[src/hdl/tsr_pkg.sv]
// Behaviour
// - software trigger and external digital trigger always present; analog path optional
// - digital source: any function line, any system trigger bus line, or star line
// - detect rising or falling edge of selected digital source as configured
// - digital trigger deliverable to input, output, counter and waveform sequencers
// - analog source: either analog function input or any analog input channel
// - channel source uses programmable gain amplifier output for detection
// - while waiting on channel trigger, multiplexer holds that channel
// - analog start trigger from channel: channel is first in list
// - reference or pause trigger from channel: list holds exactly one channel
// - comparison event usable by input, output and counter sequencers
// - comparison event routable to any function output or bus line
// - below mode asserts while signal under level; above mode while over
// - rising hysteresis: below low then above high, hold until below low
// - falling hysteresis: above high then below low, hold until above high
// - window mode triggers on entering or leaving the window as configured
package tsr_pkg;
  // ----------------------------------------
  // register map
  // ----------------------------------------
  localparam logic [7:0] TSR_OFF_CTRL   = 8'h00;
  localparam logic [7:0] TSR_OFF_ALVL   = 8'h04;
  localparam logic [7:0] TSR_OFF_AHYS   = 8'h08;
  localparam logic [7:0] TSR_OFF_ROUTE  = 8'h0c;
  localparam logic [7:0] TSR_OFF_SWTRIG = 8'h10;
  localparam logic [7:0] TSR_OFF_STAT   = 8'h14;
  localparam logic [7:0] TSR_OFF_IRQST  = 8'h18;
  localparam logic [7:0] TSR_OFF_IRQMSK = 8'h1c;
  localparam logic [7:0] TSR_OFF_SEQ    = 8'h20;
  // ctrl field positions
  localparam int TSR_CTRL_DSRC_LSB = 0;   // 5 bits digital source
  localparam int TSR_CTRL_EDGE     = 5;   // 0 rising, 1 falling
  localparam int TSR_CTRL_ASRC_LSB = 6;   // 6 bits analog source
  localparam int TSR_CTRL_AMODE_LSB = 12; // 3 bits analog mode
  localparam int TSR_CTRL_WIN_LEAVE = 15;
  localparam int TSR_CTRL_DEST_LSB = 16;  // 5 bits sequencer enables
  localparam int TSR_CTRL_USE_ANA  = 21;
  localparam int TSR_CTRL_ARM      = 22;
  localparam int TSR_CTRL_KIND_LSB = 23;  // 2 bits trigger kind
  localparam logic [31:0] TSR_CTRL_RST = 32'h0000_0000;
  // digital source codes: 0 none, 1..16 function lines, 17..24 bus, 25 star
  localparam logic [4:0] TSR_DSRC_NONE = 5'h00;
  localparam logic [4:0] TSR_DSRC_PFL0 = 5'h01;
  localparam logic [4:0] TSR_DSRC_BUS0 = 5'h11;
  localparam logic [4:0] TSR_DSRC_STAR = 5'h19;
  // analog source codes: 0,1 function inputs, 2.. input channel (code-2)
  localparam logic [5:0] TSR_ASRC_CH0 = 6'h02;
  localparam int TSR_NUM_PFL = 16;
  localparam int TSR_NUM_BUS = 8;
  localparam int TSR_NUM_CH  = 32;
  localparam int TSR_AW      = 16;
  localparam int TSR_NUM_DEST = 5;
  localparam int TSR_IRQ_W   = 3;
  // sequencer destination bits
  localparam int TSR_DEST_AI = 0;
  localparam int TSR_DEST_AO = 1;
  localparam int TSR_DEST_CTR = 2;
  localparam int TSR_DEST_DI = 3;
  localparam int TSR_DEST_DO = 4;

  typedef enum logic [2:0] {
    TSR_AM_BELOW, TSR_AM_ABOVE, TSR_AM_HYS_RISE, TSR_AM_HYS_FALL, TSR_AM_WINDOW
  } tsr_amode_e;

  typedef enum logic [1:0] {TSR_KIND_START, TSR_KIND_REF, TSR_KIND_PAUSE} tsr_kind_e;

  typedef struct packed {
    logic [TSR_NUM_PFL-1:0] pfl;
    logic [TSR_NUM_BUS-1:0] bus;
    logic                   star;
  } tsr_dig_s;

  typedef struct packed {
    logic [TSR_NUM_PFL-1:0] pfl;
    logic [TSR_NUM_BUS-1:0] bus;
  } tsr_route_s;
endpackage : tsr_pkg

[src/hdl/tsr_trigger.sv]
`timescale 1ns/1ps
module tsr_trigger
  import tsr_pkg::*;
(
  input  wire logic                    mclk_in,
  input  wire logic                    rst_b_in,
  input  wire logic                    hsel_in,
  input  wire logic [31:0]             haddr_in,
  input  wire logic [1:0]              htrans_in,
  input  wire logic                    hwrite_in,
  input  wire logic [2:0]              hsize_in,
  input  wire logic [31:0]             hwdata_in,
  input  wire logic                    hready_in,
  output logic      [31:0]             hrdata_out,
  output logic                         hreadyout_out,
  output logic                         hresp_out,
  input  wire tsr_dig_s                dig_in,
  input  wire logic                    analog_present_in,
  input  wire logic [TSR_AW-1:0]       afi0_in,
  input  wire logic [TSR_AW-1:0]       afi1_in,
  input  wire logic [TSR_AW-1:0]       pga_in,
  input  wire logic [5:0]              list_first_ch_in,
  input  wire logic [5:0]              list_len_in,
  output logic                         mux_hold_out,
  output logic [4:0]                   mux_hold_ch_out,
  output logic                         cfg_err_out,
  output logic [TSR_NUM_DEST-1:0]      seq_trig_out,
  output tsr_route_s                   ace_route_out,
  output logic                         irq_out
);
  // ----------------------------------------
  // bus slave
  // ----------------------------------------
  logic [31:0] ctrl_reg, lvl_reg, hys_reg, route_reg;
  logic [TSR_IRQ_W-1:0] irqst_reg, irqmsk_reg;
  logic        wr_pend_reg, sw_reg;
  logic [7:0]  waddr_reg;
  wire         take = hsel_in & htrans_in[1] & hready_in;
  wire         wr_ctrl = wr_pend_reg & (waddr_reg == TSR_OFF_CTRL);
  wire         sw_hit  = wr_pend_reg & (waddr_reg == TSR_OFF_SWTRIG) & hwdata_in[0];
  assign hreadyout_out = 1'b1;
  assign hresp_out     = 1'b0;

  // write capture: address phase then data phase
  always_ff @(posedge mclk_in or negedge rst_b_in) begin
    if (!rst_b_in) begin
      wr_pend_reg <= 1'b0;
      waddr_reg   <= 8'h00;
    end else begin
      wr_pend_reg <= take & hwrite_in;
      waddr_reg   <= haddr_in[7:0];
    end
  end

  // config registers, cleared to safe values
  always_ff @(posedge mclk_in or negedge rst_b_in) begin
    if (!rst_b_in) begin
      ctrl_reg   <= TSR_CTRL_RST;
      lvl_reg    <= 32'h0;
      hys_reg    <= 32'h0;
      route_reg  <= 32'h0;
      irqmsk_reg <= '0;
      sw_reg     <= 1'b0;
    end else begin
      if (wr_ctrl) ctrl_reg <= hwdata_in;
      if (wr_pend_reg && waddr_reg == TSR_OFF_ALVL) lvl_reg <= hwdata_in;
      if (wr_pend_reg && waddr_reg == TSR_OFF_AHYS) hys_reg <= hwdata_in;
      if (wr_pend_reg && waddr_reg == TSR_OFF_ROUTE) route_reg <= hwdata_in;
      if (wr_pend_reg && waddr_reg == TSR_OFF_IRQMSK) irqmsk_reg <= hwdata_in[TSR_IRQ_W-1:0];
      sw_reg <= sw_hit;
    end
  end

  // ----------------------------------------
  // decoded fields
  // ----------------------------------------
  wire [4:0]  dsrc  = ctrl_reg[TSR_CTRL_DSRC_LSB +: 5];
  wire        fall  = ctrl_reg[TSR_CTRL_EDGE];
  wire [5:0]  asrc  = ctrl_reg[TSR_CTRL_ASRC_LSB +: 6];
  wire [2:0]  amode = ctrl_reg[TSR_CTRL_AMODE_LSB +: 3];
  wire        leave = ctrl_reg[TSR_CTRL_WIN_LEAVE];
  wire [4:0]  dest  = ctrl_reg[TSR_CTRL_DEST_LSB +: 5];
  wire        use_a = ctrl_reg[TSR_CTRL_USE_ANA] & analog_present_in;
  wire        arm   = ctrl_reg[TSR_CTRL_ARM];
  wire [1:0]  kind  = ctrl_reg[TSR_CTRL_KIND_LSB +: 2];
  wire        a_is_ch = asrc >= TSR_ASRC_CH0;
  wire [5:0]  a_ch  = asrc - TSR_ASRC_CH0;

  // ----------------------------------------
  // digital source select and edge
  // ----------------------------------------
  logic dsel;
  always_comb begin
    dsel = 1'b0;
    if (dsrc >= TSR_DSRC_PFL0 && dsrc < TSR_DSRC_BUS0)
      dsel = dig_in.pfl[4'(dsrc - TSR_DSRC_PFL0)];
    else if (dsrc >= TSR_DSRC_BUS0 && dsrc < TSR_DSRC_STAR)
      dsel = dig_in.bus[3'(dsrc - TSR_DSRC_BUS0)];
    else if (dsrc == TSR_DSRC_STAR)
      dsel = dig_in.star;
  end

  // two-stage synchroniser, then edge detect comparing the second and third stages
  logic d_s1_reg, d_s2_reg, d_s3_reg;
  always_ff @(posedge mclk_in or negedge rst_b_in) begin
    if (!rst_b_in) begin
      d_s1_reg <= 1'b0;
      d_s2_reg <= 1'b0;
      d_s3_reg <= 1'b0;
    end else begin
      d_s1_reg <= dsel;
      d_s2_reg <= d_s1_reg;
      d_s3_reg <= d_s2_reg;
    end
  end
  // source change can fake an edge; software should reselect before arming
  wire dig_edge = (dsrc != TSR_DSRC_NONE) &
                  (fall ? (d_s3_reg & ~d_s2_reg) : (~d_s3_reg & d_s2_reg));

  // ----------------------------------------
  // analog comparison
  // ----------------------------------------
  logic [TSR_AW-1:0] asig;
  always_comb begin
    unique case (asrc)
      6'h00:   asig = afi0_in;
      6'h01:   asig = afi1_in;
      default: asig = pga_in;
    endcase
  end
  wire [TSR_AW-1:0] lvl = lvl_reg[TSR_AW-1:0];  // level, or window top
  wire [TSR_AW-1:0] hys = hys_reg[TSR_AW-1:0];  // hysteresis, or window bottom
  wire [TSR_AW:0]   hi_f = {1'b0, lvl} + {1'b0, hys};
  wire [TSR_AW:0]   lo_r = {1'b0, lvl} - {1'b0, hys};
  wire below = asig < lvl;
  wire above = asig > lvl;
  wire r_low  = lo_r[TSR_AW] ? 1'b0 : (asig < lo_r[TSR_AW-1:0]);
  wire f_high = {1'b0, asig} > hi_f;
  wire in_win = (asig < lvl) & (asig > hys);

  logic hys_reg_st, ace_reg, inwin_reg, prime_reg;
  logic ace_next, hys_next, prime_next;
  // prime records the first crossing of the far threshold; without it a
  // signal that starts past the near threshold would raise a false event
  always_comb begin
    hys_next   = hys_reg_st;
    prime_next = prime_reg;
    ace_next   = 1'b0;
    unique case (amode)
      TSR_AM_BELOW: ace_next = below;
      TSR_AM_ABOVE: ace_next = above;
      TSR_AM_HYS_RISE: begin
        if (r_low) begin
          hys_next   = 1'b0;
          prime_next = 1'b1;
        end else if (above && prime_reg) begin
          hys_next = 1'b1;
        end
        ace_next = hys_next;
      end
      TSR_AM_HYS_FALL: begin
        if (f_high) begin
          hys_next   = 1'b0;
          prime_next = 1'b1;
        end else if (below && prime_reg) begin
          hys_next = 1'b1;
        end
        ace_next = hys_next;
      end
      TSR_AM_WINDOW: ace_next = leave ? ~in_win : in_win;
      default: ace_next = 1'b0;
    endcase
  end
  // hysteresis latch starts disarmed so a signal already past the
  // threshold must first cross back before the event is raised
  always_ff @(posedge mclk_in or negedge rst_b_in) begin
    if (!rst_b_in) begin
      hys_reg_st <= 1'b0;
      ace_reg    <= 1'b0;
      inwin_reg  <= 1'b0;
      prime_reg  <= 1'b0;
    end else begin
      prime_reg  <= use_a & prime_next;
      hys_reg_st <= use_a & hys_next;
      ace_reg    <= use_a & ace_next;
      inwin_reg  <= ace_reg;
    end
  end
  wire ace_rise = ace_reg & ~inwin_reg;

  // ----------------------------------------
  // delivery to sequencers and routing
  // ----------------------------------------
  wire trig = use_a ? ace_rise : dig_edge;
  logic [TSR_NUM_DEST-1:0] seq_reg;
  always_ff @(posedge mclk_in or negedge rst_b_in) begin
    if (!rst_b_in) seq_reg <= '0;
    else if (use_a)
      seq_reg <= {2'b00, {3{ace_rise | sw_reg}} & dest[2:0]};
    else
      seq_reg <= {TSR_NUM_DEST{dig_edge | sw_reg}} & dest;
  end
  assign seq_trig_out = seq_reg;
  assign ace_route_out = route_reg[TSR_NUM_PFL+TSR_NUM_BUS-1:0] &
                         {(TSR_NUM_PFL+TSR_NUM_BUS){ace_reg}};

  // mux hold while armed on an input channel
  assign mux_hold_out    = arm & use_a & a_is_ch;
  assign mux_hold_ch_out = a_ch[4:0];
  wire err_start = (kind == TSR_KIND_START) & (list_first_ch_in != a_ch);
  wire err_one   = (kind != TSR_KIND_START) & (list_len_in != 6'h01);
  assign cfg_err_out = mux_hold_out & (err_start | err_one);

  // ----------------------------------------
  // interrupts: trig, sw, config error
  // ----------------------------------------
  wire [TSR_IRQ_W-1:0] ev  = {cfg_err_out, sw_reg, trig};
  wire [TSR_IRQ_W-1:0] clr = (wr_pend_reg && waddr_reg == TSR_OFF_IRQST) ?
                             hwdata_in[TSR_IRQ_W-1:0] : '0;
  always_ff @(posedge mclk_in or negedge rst_b_in) begin
    if (!rst_b_in) irqst_reg <= '0;
    else irqst_reg <= (irqst_reg & ~clr) | ev; // set wins
  end
  assign irq_out = |(irqst_reg & irqmsk_reg);

  // ----------------------------------------
  // read mux, address registered for the data phase
  // ----------------------------------------
  logic [7:0] rsel;
  wire [31:0] stat = {25'h0, cfg_err_out, mux_hold_out, ace_reg, use_a, d_s2_reg,
                      analog_present_in, 1'b1};
  always_ff @(posedge mclk_in or negedge rst_b_in) begin
    if (!rst_b_in) rsel <= 8'hff;
    else if (take && !hwrite_in) rsel <= haddr_in[7:0];
  end
  always_comb begin
    unique case (rsel)
      TSR_OFF_CTRL:   hrdata_out = ctrl_reg;
      TSR_OFF_ALVL:   hrdata_out = lvl_reg;
      TSR_OFF_AHYS:   hrdata_out = hys_reg;
      TSR_OFF_ROUTE:  hrdata_out = route_reg;
      TSR_OFF_STAT:   hrdata_out = stat;
      TSR_OFF_IRQST:  hrdata_out = {29'h0, irqst_reg};
      TSR_OFF_IRQMSK: hrdata_out = {29'h0, irqmsk_reg};
      default:        hrdata_out = 32'h0;
    endcase
  end

  // ----------------------------------------
  // checks
  // ----------------------------------------
  property p_rise_pulse;
    @(posedge mclk_in) disable iff (!rst_b_in)
      (!use_a && !fall && dsrc != TSR_DSRC_NONE && d_s2_reg && !d_s3_reg && dest[0])
      |=> seq_trig_out[0];
  endproperty
  a_rise_pulse: assert property (p_rise_pulse) else $error("rising edge missed");
  property p_one_cycle;
    @(posedge mclk_in) disable iff (!rst_b_in)
      (seq_trig_out[0] && !sw_reg && !use_a) |=> !seq_trig_out[0] || sw_reg;
  endproperty
  a_one_cycle: assert property (p_one_cycle) else $error("pulse too long");
  property p_noroute;
    @(posedge mclk_in) disable iff (!rst_b_in) (route_reg == 32'h0) |-> ace_route_out == '0;
  endproperty
  a_noroute: assert property (p_noroute) else $error("event driven unrouted");
  property p_hold;
    @(posedge mclk_in) disable iff (!rst_b_in)
      mux_hold_out |-> mux_hold_ch_out == a_ch[4:0] && a_is_ch;
  endproperty
  a_hold: assert property (p_hold) else $error("mux hold wrong");
  property p_below;
    @(posedge mclk_in) disable iff (!rst_b_in)
      (use_a && amode == TSR_AM_BELOW && below) |=> ace_reg || $past(ctrl_reg) != ctrl_reg;
  endproperty
  a_below: assert property (p_below) else $error("below mode");
  property p_dwave_ana;
    @(posedge mclk_in) disable iff (!rst_b_in) $past(use_a) |-> seq_trig_out[4:3] == 2'b00;
  endproperty
  a_dwave_ana: assert property (p_dwave_ana) else $error("analog to waveform");
  property p_route;
    @(posedge mclk_in) disable iff (!rst_b_in) ace_reg |-> ace_route_out == route_reg[23:0];
  endproperty
  a_route: assert property (p_route) else $error("route mismatch");
  property p_irq;
    @(posedge mclk_in) disable iff (!rst_b_in) trig |=> irqst_reg[0];
  endproperty
  a_irq: assert property (p_irq) else $error("event lost");
  property p_hys_arm;
    @(posedge mclk_in) disable iff (!rst_b_in)
      (amode == TSR_AM_HYS_RISE && !prime_reg && !r_low) |=> !hys_reg_st;
  endproperty
  a_hys_arm: assert property (p_hys_arm) else $error("hysteresis not primed");
  c_hys: cover property (@(posedge mclk_in) disable iff (!rst_b_in)
    hys_reg_st && amode == TSR_AM_HYS_RISE);
  c_dig: cover property (@(posedge mclk_in) disable iff (!rst_b_in) dig_edge);
  c_ace: cover property (@(posedge mclk_in) disable iff (!rst_b_in) ace_rise);
  c_sw:  cover property (@(posedge mclk_in) disable iff (!rst_b_in) sw_reg);
endmodule : tsr_trigger
[config.mk]
export PLATFORM = sky130hd
export DESIGN_NAME = tsr_trigger
export DESIGN_NICKNAME = d
export VERILOG_FILES = /design/src/hdl/tsr_pkg.sv /design/src/hdl/tsr_trigger.sv
export SDC_FILE = /design/constraint.sdc
export NUM_CORES = 1
export LEC_CHECK = 0
export ABC_AREA = 1
export BUFFER_PORTS_ARGS = -buffer_cell sky130_fd_sc_hd__buf_2
export CORE_UTILIZATION = 45
export DETAILED_ROUTE_END_ITERATION = 10
export GPL_TIMING_DRIVEN = 0
export HOLD_SLACK_MARGIN = 0.08
export PLACE_DENSITY_LB_ADDON = 0.3
export SYNTH_ARGS = -nofsm -noshare
export SYNTH_HDL_FRONTEND = slang
export SYNTH_SLANG_ARGS = --single-unit
[constraint.sdc]
create_clock -name mclk_in -period 3.7 [get_ports mclk_in]
set_input_delay 0.37 -clock mclk_in [delete_from_list [all_inputs] [get_ports mclk_in]]
set_output_delay 0.37 -clock mclk_in [all_outputs]
set_load 0.005 [all_outputs]
Word level (Yosys, flattened, before mapping)
Index checks and enable logic that the tools add are counted.
{"block": "totals", "register_bits": 164, "latch_bits": 0, "mem_bits_rw": 0, "mem_bits_ro": 0, "input_bits": 160, "word_cells": 132, "n_memories": 0}
{"block": "classes", "add_sub_neg": 5, "mul": 0, "n_div": 0, "n_lt_le_gt_ge": 12, "n_eq_ne": 20, "shifts": 0, "muxes": 24, "bitwise": 34, "reduce_logical": 19}
{"op": "32-bit one-hot mux with 7 select lines", "count": 1}
{"op": "8-bit by 5-bit equality test with 1-bit output, second input constant", "count": 6}
{"op": "8-bit by 4-bit equality test with 1-bit output, second input constant", "count": 4}
{"op": "16-bit > comparator", "count": 2}
{"op": "16-bit less-than comparator", "count": 2}
{"op": "16-bit one-hot mux with 2 select lines", "count": 1}
{"op": "24-bit bitwise AND", "count": 1}
{"op": "1-bit bitwise AND", "count": 20}
{"op": "16-bit by 16-bit adder with 17-bit output", "count": 1}
{"op": "16-bit by 17-bit > comparator with 1-bit output", "count": 1}
{"op": "16-bit by 16-bit subtractor with 17-bit output", "count": 1}
{"op": "8-bit by 3-bit equality test with 1-bit output, second input constant", "count": 2}
{"op": "8-bit zero test", "count": 2}
{"op": "1-bit two-way mux", "count": 15}
{"op": "1-bit logical AND", "count": 10}
{"op": "5-bit less-than comparator, second input constant", "count": 2}
{"op": "3-bit bitwise AND", "count": 3}
{"op": "3-bit by 2-bit equality test with 1-bit output, second input constant", "count": 2}
{"op": "6-bit by 1-bit equality test with 1-bit output, second input constant", "count": 1}
{"op": "6-bit by 2-bit >= comparator with 1-bit output, second input constant", "count": 1}
{"op": "6-bit zero test", "count": 1}
{"op": "6-bit by 1-bit inequality test with 1-bit output, second input constant", "count": 1}
{"op": "6-bit inequality test", "count": 1}
{"op": "6-bit by 2-bit subtractor with 6-bit output, second input constant", "count": 1}
{"op": "other kinds (26)", "count": 32}

Depth between registers and ports, before layout
Gate-level depths: netlist of run 1.
{"block": "logic_depth", "ltp_word": 8, "depth_mapped": 26, "mapped_depth_nobuf": 25}

Least setup slack after synthesis of run 1
Ideal clock, no wire load.
{"block": "synth_timing", "path_kind": "register to register", "start": "reg lvl_reg[0]", "end": "reg hys_reg_st", "setup_ps": 113, "t_arrival_ps": 3055, "required_time_ps": 3587, "slack_ps": 532, "stages_incl_launch_ff": 23, "n_path_buf": 0, "period_less_slack_ps": 3168, "path_cell_list": "dfrtp_1 inv_1 ha_1 inv_1 fa_1 a21oi_1 o21bai_4 nand2_2 nand2_2 a21boi_2 o21ai_2 nand3_1 nand2_1 xor2_1 ha_1 nand2_1 nor2_1 a2111oi_0 nand3_1 nand2_1 nand3_1 nand2_1 inv_1"}
{"block": "synth_via", "elab_chain_cells": 6, "elab_cells_between_ends": 15, "cone_classes": "add/sub (2); order compare (4); mux (6); bitwise (1); reduce/logical (2)"}
{"item": "start, declared", "line": "tsr_trigger.sv:34", "text": "logic [31:0] ctrl_reg, lvl_reg, hys_reg, route_reg;"}
{"item": "start signal, assigned", "line": "tsr_trigger.sv:66", "text": "if (wr_pend_reg && waddr_reg == TSR_OFF_ALVL) lvl_reg <= hwdata_in;"}
{"item": "16-bit by 16-bit subtractor with 17-bit output (tied with other cells)", "line": "tsr_trigger.sv:134", "text": "wire [TSR_AW:0] lo_r = {1'b0, lvl} - {1'b0, hys};"}
{"item": "16-bit less-than comparator (tied with other cells)", "line": "tsr_trigger.sv:137", "text": "wire r_low = lo_r[TSR_AW] ? 1'b0 : (asig < lo_r[TSR_AW-1:0]);"}
{"item": "1-bit two-way mux (on tied branches)", "line": "tsr_trigger.sv:137, tsr_trigger.sv:156, tsr_trigger.sv:165"}
{"item": "1-bit two-way mux (on tied branches)", "line": "tsr_trigger.sv:153, tsr_trigger.sv:162"}
{"item": "1-bit one-hot mux with 2 select lines *", "line": "tsr_trigger.sv:149", "text": "unique case (amode)"}
{"item": "1-bit bitwise AND *", "line": "tsr_trigger.sv:184", "text": "hys_reg_st <= use_a & hys_next;"}
{"item": "end signal, assigned", "line": "tsr_trigger.sv:184"}
{"item": "end, declared", "line": "tsr_trigger.sv:141", "text": "logic hys_reg_st, ace_reg, inwin_reg, prime_reg;"}
Every way passes the cells marked *; elsewhere a longest branch is shown, timed or not.
A chain may end at the register's enable or synchronous reset.

Worst setup path in the final report of run 1
{"block": "layout_timing", "start": "reg lvl_reg[0]", "end": "reg prime_reg"}
{"block": "layout_via", "elab_chain_cells": 6, "elab_cells_between_ends": 9, "cone_classes": "add/sub (2); order compare (2); mux (4); bitwise (1)"}
{"item": "16-bit by 16-bit subtractor with 17-bit output", "line": "tsr_trigger.sv:134"}
{"item": "16-bit less-than comparator", "line": "tsr_trigger.sv:137"}
{"item": "1-bit two-way mux", "line": "tsr_trigger.sv:137"}
{"item": "1-bit two-way mux", "line": "tsr_trigger.sv:153", "text": "if (r_low) begin"}
{"item": "1-bit one-hot mux with 2 select lines *", "line": "tsr_trigger.sv:149"}
{"item": "1-bit bitwise AND *", "line": "tsr_trigger.sv:183", "text": "prime_reg <= use_a & prime_next;"}
{"item": "end signal, assigned", "line": "tsr_trigger.sv:183"}
{"item": "end, declared", "line": "tsr_trigger.sv:141"}
Marks and branches as above.

==> impl_metrics.yaml, run 1 <==
placement:
  place_area_sq_um: 12300
  dp_hpwl_microns: 26400
  io_buffers: 200
  gp_congestion: 0.908
  dp.cells: 1927
sta:
  setup_violations: 0
  tightest_slew_ns: 0.742
  rsz0062_at_grt: "true"
  finalMaxSlewViolations: 0
  hold_viol: 0
  period_needed_ns: 3.59
  max_freq_ghz: 0.278
  tns_ns: 0
  finalCritPeriodShare: 0.971
  slew_headroom: 0.504
  whs_ns: 0.164
  finClkSkew_ns: 0.00672
critical_path:
  critPathMostFrequentCell: "nand2_2"
  cp_cell_sequence: "inv_2, ha_4, inv_4, fa_2, a21oi_4, o21bai_4, nand2_2, nand2_4, a21boi_4, o21ai_2, nand3_1, nand2_1, xor2_1, ha_1, nand4_1, a21oi_2, a2111oi_4, nand3_2, buf_6, nand2_2, nand2_2, a21oi_2"
  setup.worst_path.class: "reg2reg"
  critPathMaxStageDelay_ns: 0.45
  start_kind: "flop"
  critPathMaxFanout: 4
  endpoint_kind: "flop"
  critical_path_arrival_ns: 3.96
  required_ns: 4.07
  rrSetupSlack_ns: 0.11
  cpMaxStageDelayCell: "dfrtp_2"
finish:
  nNetsFinal: 1917
  drive_gt1_frac: 0.224
  area_growth_pct: 23.5
  final_cells: 1990
  fill_cells: 2251
  final_cell_area_sq_um: 13400
clock_tree:
  clock_latency_ns: 0.43
  cts_tree: "built"
  htreeDepth: 4
  cts.sinks: 164
  clock_path_buffers: 2
  path_clk_slew_ns: 0.07
  cts_buffers: 17
  root_buffer: "clkbuf_16"
logic_synthesis:
  synth_edf_count: 0
  synth_top_cell_by_area: "dfrtp_1"
  synth_top_area_share: 0.360
  synth_ff_type: "dfrtp_1"
  ys_warn_count: 0
  syn_avg_cell_area_sq_um: 7.70
  synthCells: 1407
  synthTopCellsByArea: "dfrtp_1 (36%), nand2_1 (12%), ha_1 (11%)"
  syn-num-nets: 1667
  ys_types: 55
  syn-cell-area_sq_um: 10800
  ys_top_cells_by_count: "nand2_1 (346), inv_1 (183), o21ai_0 (169)"
  synth.most_common_cell: "nand2_1"
  ys_seq_elements: 164
  async_flop_share: 1.00
  seq_area_frac_synth: 0.380
routing:
  drtIter0Drc: 824
  num_vias: 10800
  viasPerCell: 5.44
  firstDrtPassIters: 5
  wl_per_cell_microns: 17.2
  drc_errors: 0
  antenna_left: 0
  wirelength_microns: 34300
grt:
  overflow: 0
  antenna_found_initial: 0
  grt_use_total: 0.282
  grt_max_degree: 88
  grt_pass1_vias: 10300
  grt_pass1_wl_microns: 53400
floorplan:
  rows: 56
  coreArea_sq_um: 23500
  ios: 231
  dieWidth_microns: 157
  start_util: 0.460
  dieArea_sq_um: 24700
  die_h_microns: 157
pwr:
  internal-power_mw: 3.08
  pwr-share-comb: 0.180
  seq_power_share: 0.435
  power_leakage_nw: 7.42
  p_sw_frac: 0.293
  irDropWorstVdd_v: 0.000288
  p_switching_mw: 1.28
  powerDensity_nw_per_um2: 326
  p_clk_frac: 0.386
flow_run:
  maxCapViolCount: 0
min_path:
  holdCritPathClass: "in2reg"
outcome:
  outcome: "complete, no violations"
## cells in the final DEF, fill, tap and decap left out, types with 4 or more instances in the layout
cell,netlist,layout
nand2_1,346,339
buf_2,10,209
inv_1,183,176
o21ai_0,169,168
dfrtp_1,156,151
ha_1,98,94
a21oi_1,92,82
nor2_1,67,66
nand3_1,42,38
clkbuf_1,37,32
buf_4,7,29
nand4_1,29,29
xor2_1,30,29
clkbuf_16,0,17
nor3_1,15,14
a22oi_2,0,11
inv_2,4,10
a21oi_2,1,10
a221oi_1,10,10
dlygate4sd3_1,0,9
nand2_2,2,8
inv_6,0,8
dfstp_2,8,8
o221ai_1,7,7
a211oi_1,6,6
o22ai_1,6,6
o21ai_2,5,6
mux2_2,6,6
dfrtp_2,0,5
xnor2_1,4,4
nor4_1,6,4
nand3_2,0,4
clkinvlp_4,0,4
## path summary, 6_finish.rpt
check,startpoint,end,cells past startpoint
setup / recovery,lvl_reg[0],prime_reg,22
hold / removal,hwrite_in,wr_pend_reg,3
setup reg to reg,lvl_reg[0],prime_reg,22
hold reg to reg,d_s1_reg,d_s2_reg,0
max in group asynchronous,rst_b_in,ctrl_reg[6],3
min in group asynchronous,rst_b_in,hys_reg[27],2
## worst max-delay path, delay by kind of cell (launching register included)
kind            cells  cell delay, ns
buf+inv             3            0.30
flops               1            0.45
fa+ha+maj           3            0.85
xor+xnor            1            0.16
compound gates      7            1.08
simple gates        8            0.68
## power groups by stage
stage          Combinational [mW]  Sequential (mW)  Clock (mW)
6_report                    0.783             1.90        1.68
3_3_place_gp                0.670             1.93           0
3_5_place_dp                0.692             1.93           0
5_1_grt                     0.875             1.90        1.76
2_1_floorplan               0.401             1.92           0
4_1_cts                     0.726             1.89        1.69
## cells by family after synthesis
group / after synthesis / synth area share
compound gates: 338 / 0.180
xor+xnor: 34 / 0.0275
fa+ha+maj: 100 / 0.117
buf+inv: 243 / 0.0877
flops: 164 / 0.380
mux: 6 / 0.00623
other cells: 2 / 0.000693
simple gates: 520 / 0.202
## metrics by stage
| step | utilization | setup slack [ns] | power (mW) |
|---|---|---|---|
| 2_1_floorplan | - | 0.532 | 2.32 |
| 3_3_place_gp | 0.520 | -0.666 | 2.60 |
| 3_5_place_dp | 0.521 | -0.689 | 2.62 |
| 4_1_cts | 0.556 | 0.0148 | 4.31 |
| 5_1_grt | 0.569 | -0.0582 | 4.54 |
| 6_report | 0.569 | 0.108 | 4.36 |
## cell type report
type | count | area, sq um | share of cell area
Multi-Input combinational cell | 1000 | 6050 | 0.452
Clock buffer | 18 | 439 | 0.0328
Antenna cell | 1 | 2.50 | 0.000187
Tap cell | 319 | 399 | 0.0298
Buffer | 53 | 245 | 0.0183
Clock inverter | 14 | 118 | 0.00879
Inverter | 189 | 712 | 0.0532
Timing Repair Buffer | 232 | 1300 | 0.0969
Sequential cell | 164 | 4120 | 0.308
## metal layers
| layer | wire [microns] | vias to the layer above | global-route usage |
|---|---|---|---|
| li1 | - | 5200 | - |
| met1 | 14600 | 5086 | 0.374 |
| met2 | 16200 | 462 | 0.469 |
| met3 | 2330 | 78 | 0.0303 |
| met4 | 1160 | 0 | 0.115 |
| met5 | 0 | - | 0 |
## what timing repair did
action	in CTS	in global routing
endpoints found under the hold margin	77	0
gates resized for setup	31	53
pin swaps	7	22
buffers inserted	7	15
hold buffers	9	0
endpoints found under the setup margin	3	3
Note: power is estimated with default switching activity, not from simulation.
==> run 2, diff against run 1 <==
==> constraint.sdc (replaced) <==
create_clock -name mclk_in -period 3.29 [get_ports mclk_in]
set_input_delay 0.329 -clock mclk_in [delete_from_list [all_inputs] [get_ports mclk_in]]
set_output_delay 0.329 -clock mclk_in [all_outputs]
set_load 0.005 [all_outputs]
==> run 2 against run 1 <==
Effect of this change: the flow now finishes with violations (setup timing); cell count up 1.7%; worst hold slack worse by 0.044 ns; die area unchanged; routed wire length up 3.4%; power up 14%; global-route usage up 0.43 points; critical path depth unchanged; via count up 2.3%; maximum frequency up 1.4%; utilization up 1.7 points; sequential share of layout area down 0.85 points.
==> impl_metrics.yaml, run 2 (synthesized netlist as in run 1, its figures left out) <==
critical_path:
  critPathMaxStageDelay_ns: 0.47
  r2r-end: "ace_reg"
  cpMaxStageDelayCell: "dfrtp_2"
  start_kind: "flop"
  critPathMaxFanout: 4
  r2r_start: "lvl_reg[0]"
  cp_cell_sequence: "ha_4, fa_2, a21oi_4, o21bai_4, a31o_4, nand3_2, nand2_2, xor2_1, ha_1, nand4_1, nor3_4, o21ai_1, nand3_1, nand3_1, nand2_1, nand2_1, nand2_1, nand3_2, nand2_2, nand3_2, nand2_2, inv_1"
  cp.buffers_inverters: 1
  rrSetupSlack_ns: -0.25
  critical_path_arrival_ns: 3.88
  required_ns: 3.62
  setup.worst_path.class: "reg2reg"
  critical_path.top_delay_family: "simple AND/OR/NAND/NOR gates"
  crit_cells: 22
  endpoint_kind: "flop"
  reg2reg_depth: 22
placement:
  dp_hpwl_microns: 26400
  pre_cts_slack_ns: -1.10
  place_area_sq_um: 12300
  gp_congestion: 0.908
  io_buffers: 200
routing:
  wirelength_microns: 35400
  antenna_left: 0
  drtIter0Drc: 836
  firstDrtPassIters: 7
  num_vias: 11100
  wl_per_cell_microns: 17.5
  viasPerCell: 5.48
  drc_errors: 0
clock_tree:
  root_buffer: "clkbuf_16"
  clock_path_buffers: 2
  cts.sinks: 164
  htreeDepth: 4
  cts_buffers: 17
  clock_latency_ns: 0.44
  path_clk_slew_ns: 0.07
  cts_tree: "built"
grt:
  grt_max_degree: 88
  grt_pass1_vias: 10400
  antenna_found_initial: 0
  grt_use_total: 0.286
  overflow: 0
  grt_pass1_wl_microns: 54200
floorplan:
  ios: 231
  coreArea_sq_um: 23500
  start_util: 0.460
  dieArea_sq_um: 24700
  die_h_microns: 157
  dieWidth_microns: 157
  rows: 56
min_path:
  hold_start: "hwrite_in"
  holdCritPathClass: "in2reg"
  hold_end: "wr_pend_reg"
  whs_path_depth: 3
flow_run:
  maxCapViolCount: 0
finish:
  fill_cells: 2184
  diodes: 0
  mostFrequentLayoutCell: "nand2_1"
  final_cell_area_sq_um: 13800
  drive_gt1_frac: 0.253
  final_cell_mix: "nand2_1 (337), buf_2 (210), inv_1 (174)"
  area_growth_pct: 27.2
  nNetsFinal: 1951
pwr:
  powerDensity_nw_per_um2: 360
  power_leakage_nw: 7.58
  irDropWorstVdd_v: 0.000327
  fin_total_pwr_mw: 4.97
outcome:
  violations: "setup timing"
  outcome: "finished with violations"
sta:
  finClkSkew_ns: 0.00706
  hold_viol: 0
  rsz0062_at_grt: "true"
  period_needed_ns: 3.54
  finalMaxSlewViolations: 0
  slew_headroom: 0.464
  finalCritPeriodShare: 1.08
  tns_ns: -0.654
  tightest_slew_ns: 0.802
  setup_slack_ns: -0.253
  setup_violations: 3
  max_freq_ghz: 0.282
## run 2: cell count changes in the layout (fill, tap and decap cells not counted), moves of 3 or more
| cell | change |
|---|---|
| a21oi_1 | -5 |
| a21oi_2 | +4 |
| buf_4 | +31 |
| dfrtp_1 | -5 |
| dfrtp_2 | +5 |
| ha_1 | -3 |
| ha_4 | +3 |
| nor3_1 | -3 |
| nor3_2 | +3 |
| o21ai_0 | -3 |
| o21ai_1 | +3 |
## run 2: timing repair
action / CTS / global route
pin swaps: 17 / 36
buffers inserted: 23 / 34
hold buffers: 9 / 0
gates resized for setup: 54 / 62
cloned: 0 / 1
hold endpoints to repair: 77 / 0
setup endpoints to repair: 7 / 16
## run 2: layer usage
layer,share of wire,global-route usage,vias to the layer above
li1,-,-,5259
met1,0.43,0.378,5243
met2,0.47,0.478,495
met3,0.065,0.0330,81
met4,0.037,0.113,0
met5,0,0,-
## run 2: tightest hold or removal path: stages
cell    delay (ns)
buf_2         0.09
inv_1         0.06
nor2_1        0.04
## run 2: how the worst max path moves through the flow
stage / slack [ns] / end / startpoint
6_report: -0.25 / ace_reg / lvl_reg[0]
2_1_floorplan: 0.12 / hys_reg_st / lvl_reg[0]
5_1_grt: -0.39 / ace_reg / ctrl_reg[9]
3_5_place_dp: -1.10 / ace_reg / ctrl_reg[7]
3_3_place_gp: -1.08 / ace_reg / ctrl_reg[7]
4_1_cts: -0.30 / ace_reg / ctrl_reg[7]
## run 2: layout make-up
cell class	instances	area, sq um	area share
Inverter	189	717	0.0520
Timing Repair Buffer	267	1570	0.114
Sequential cell	164	4130	0.299
Multi-Input combinational cell	1000	6170	0.447
Tap cell	319	399	0.0289
Clock inverter	14	118	0.00853
Buffer	52	248	0.0180
Clock buffer	18	439	0.0319
## run 2: power breakdown
| group | internal, mW | switching [mW] | leakage, nW |
|---|---|---|---|
| combinational | 0.404 | 0.532 | 5.77 |
| sequential | 2.09 | 0.0470 | 1.55 |
| clock | 1.01 | 0.892 | 0.262 |
## run 2: through the flow
step | std cells | hold WS, ns | utilization
after floorplan | 1407 | 0.0334 | -
after global placement | 1926 | 0.336 | 0.520
after detailed placement | 1927 | 0.342 | 0.521
after CTS | 1990 | 0.114 | 0.564
after global routing | 2023 | 0.133 | 0.586
final | 2023 | 0.121 | 0.586
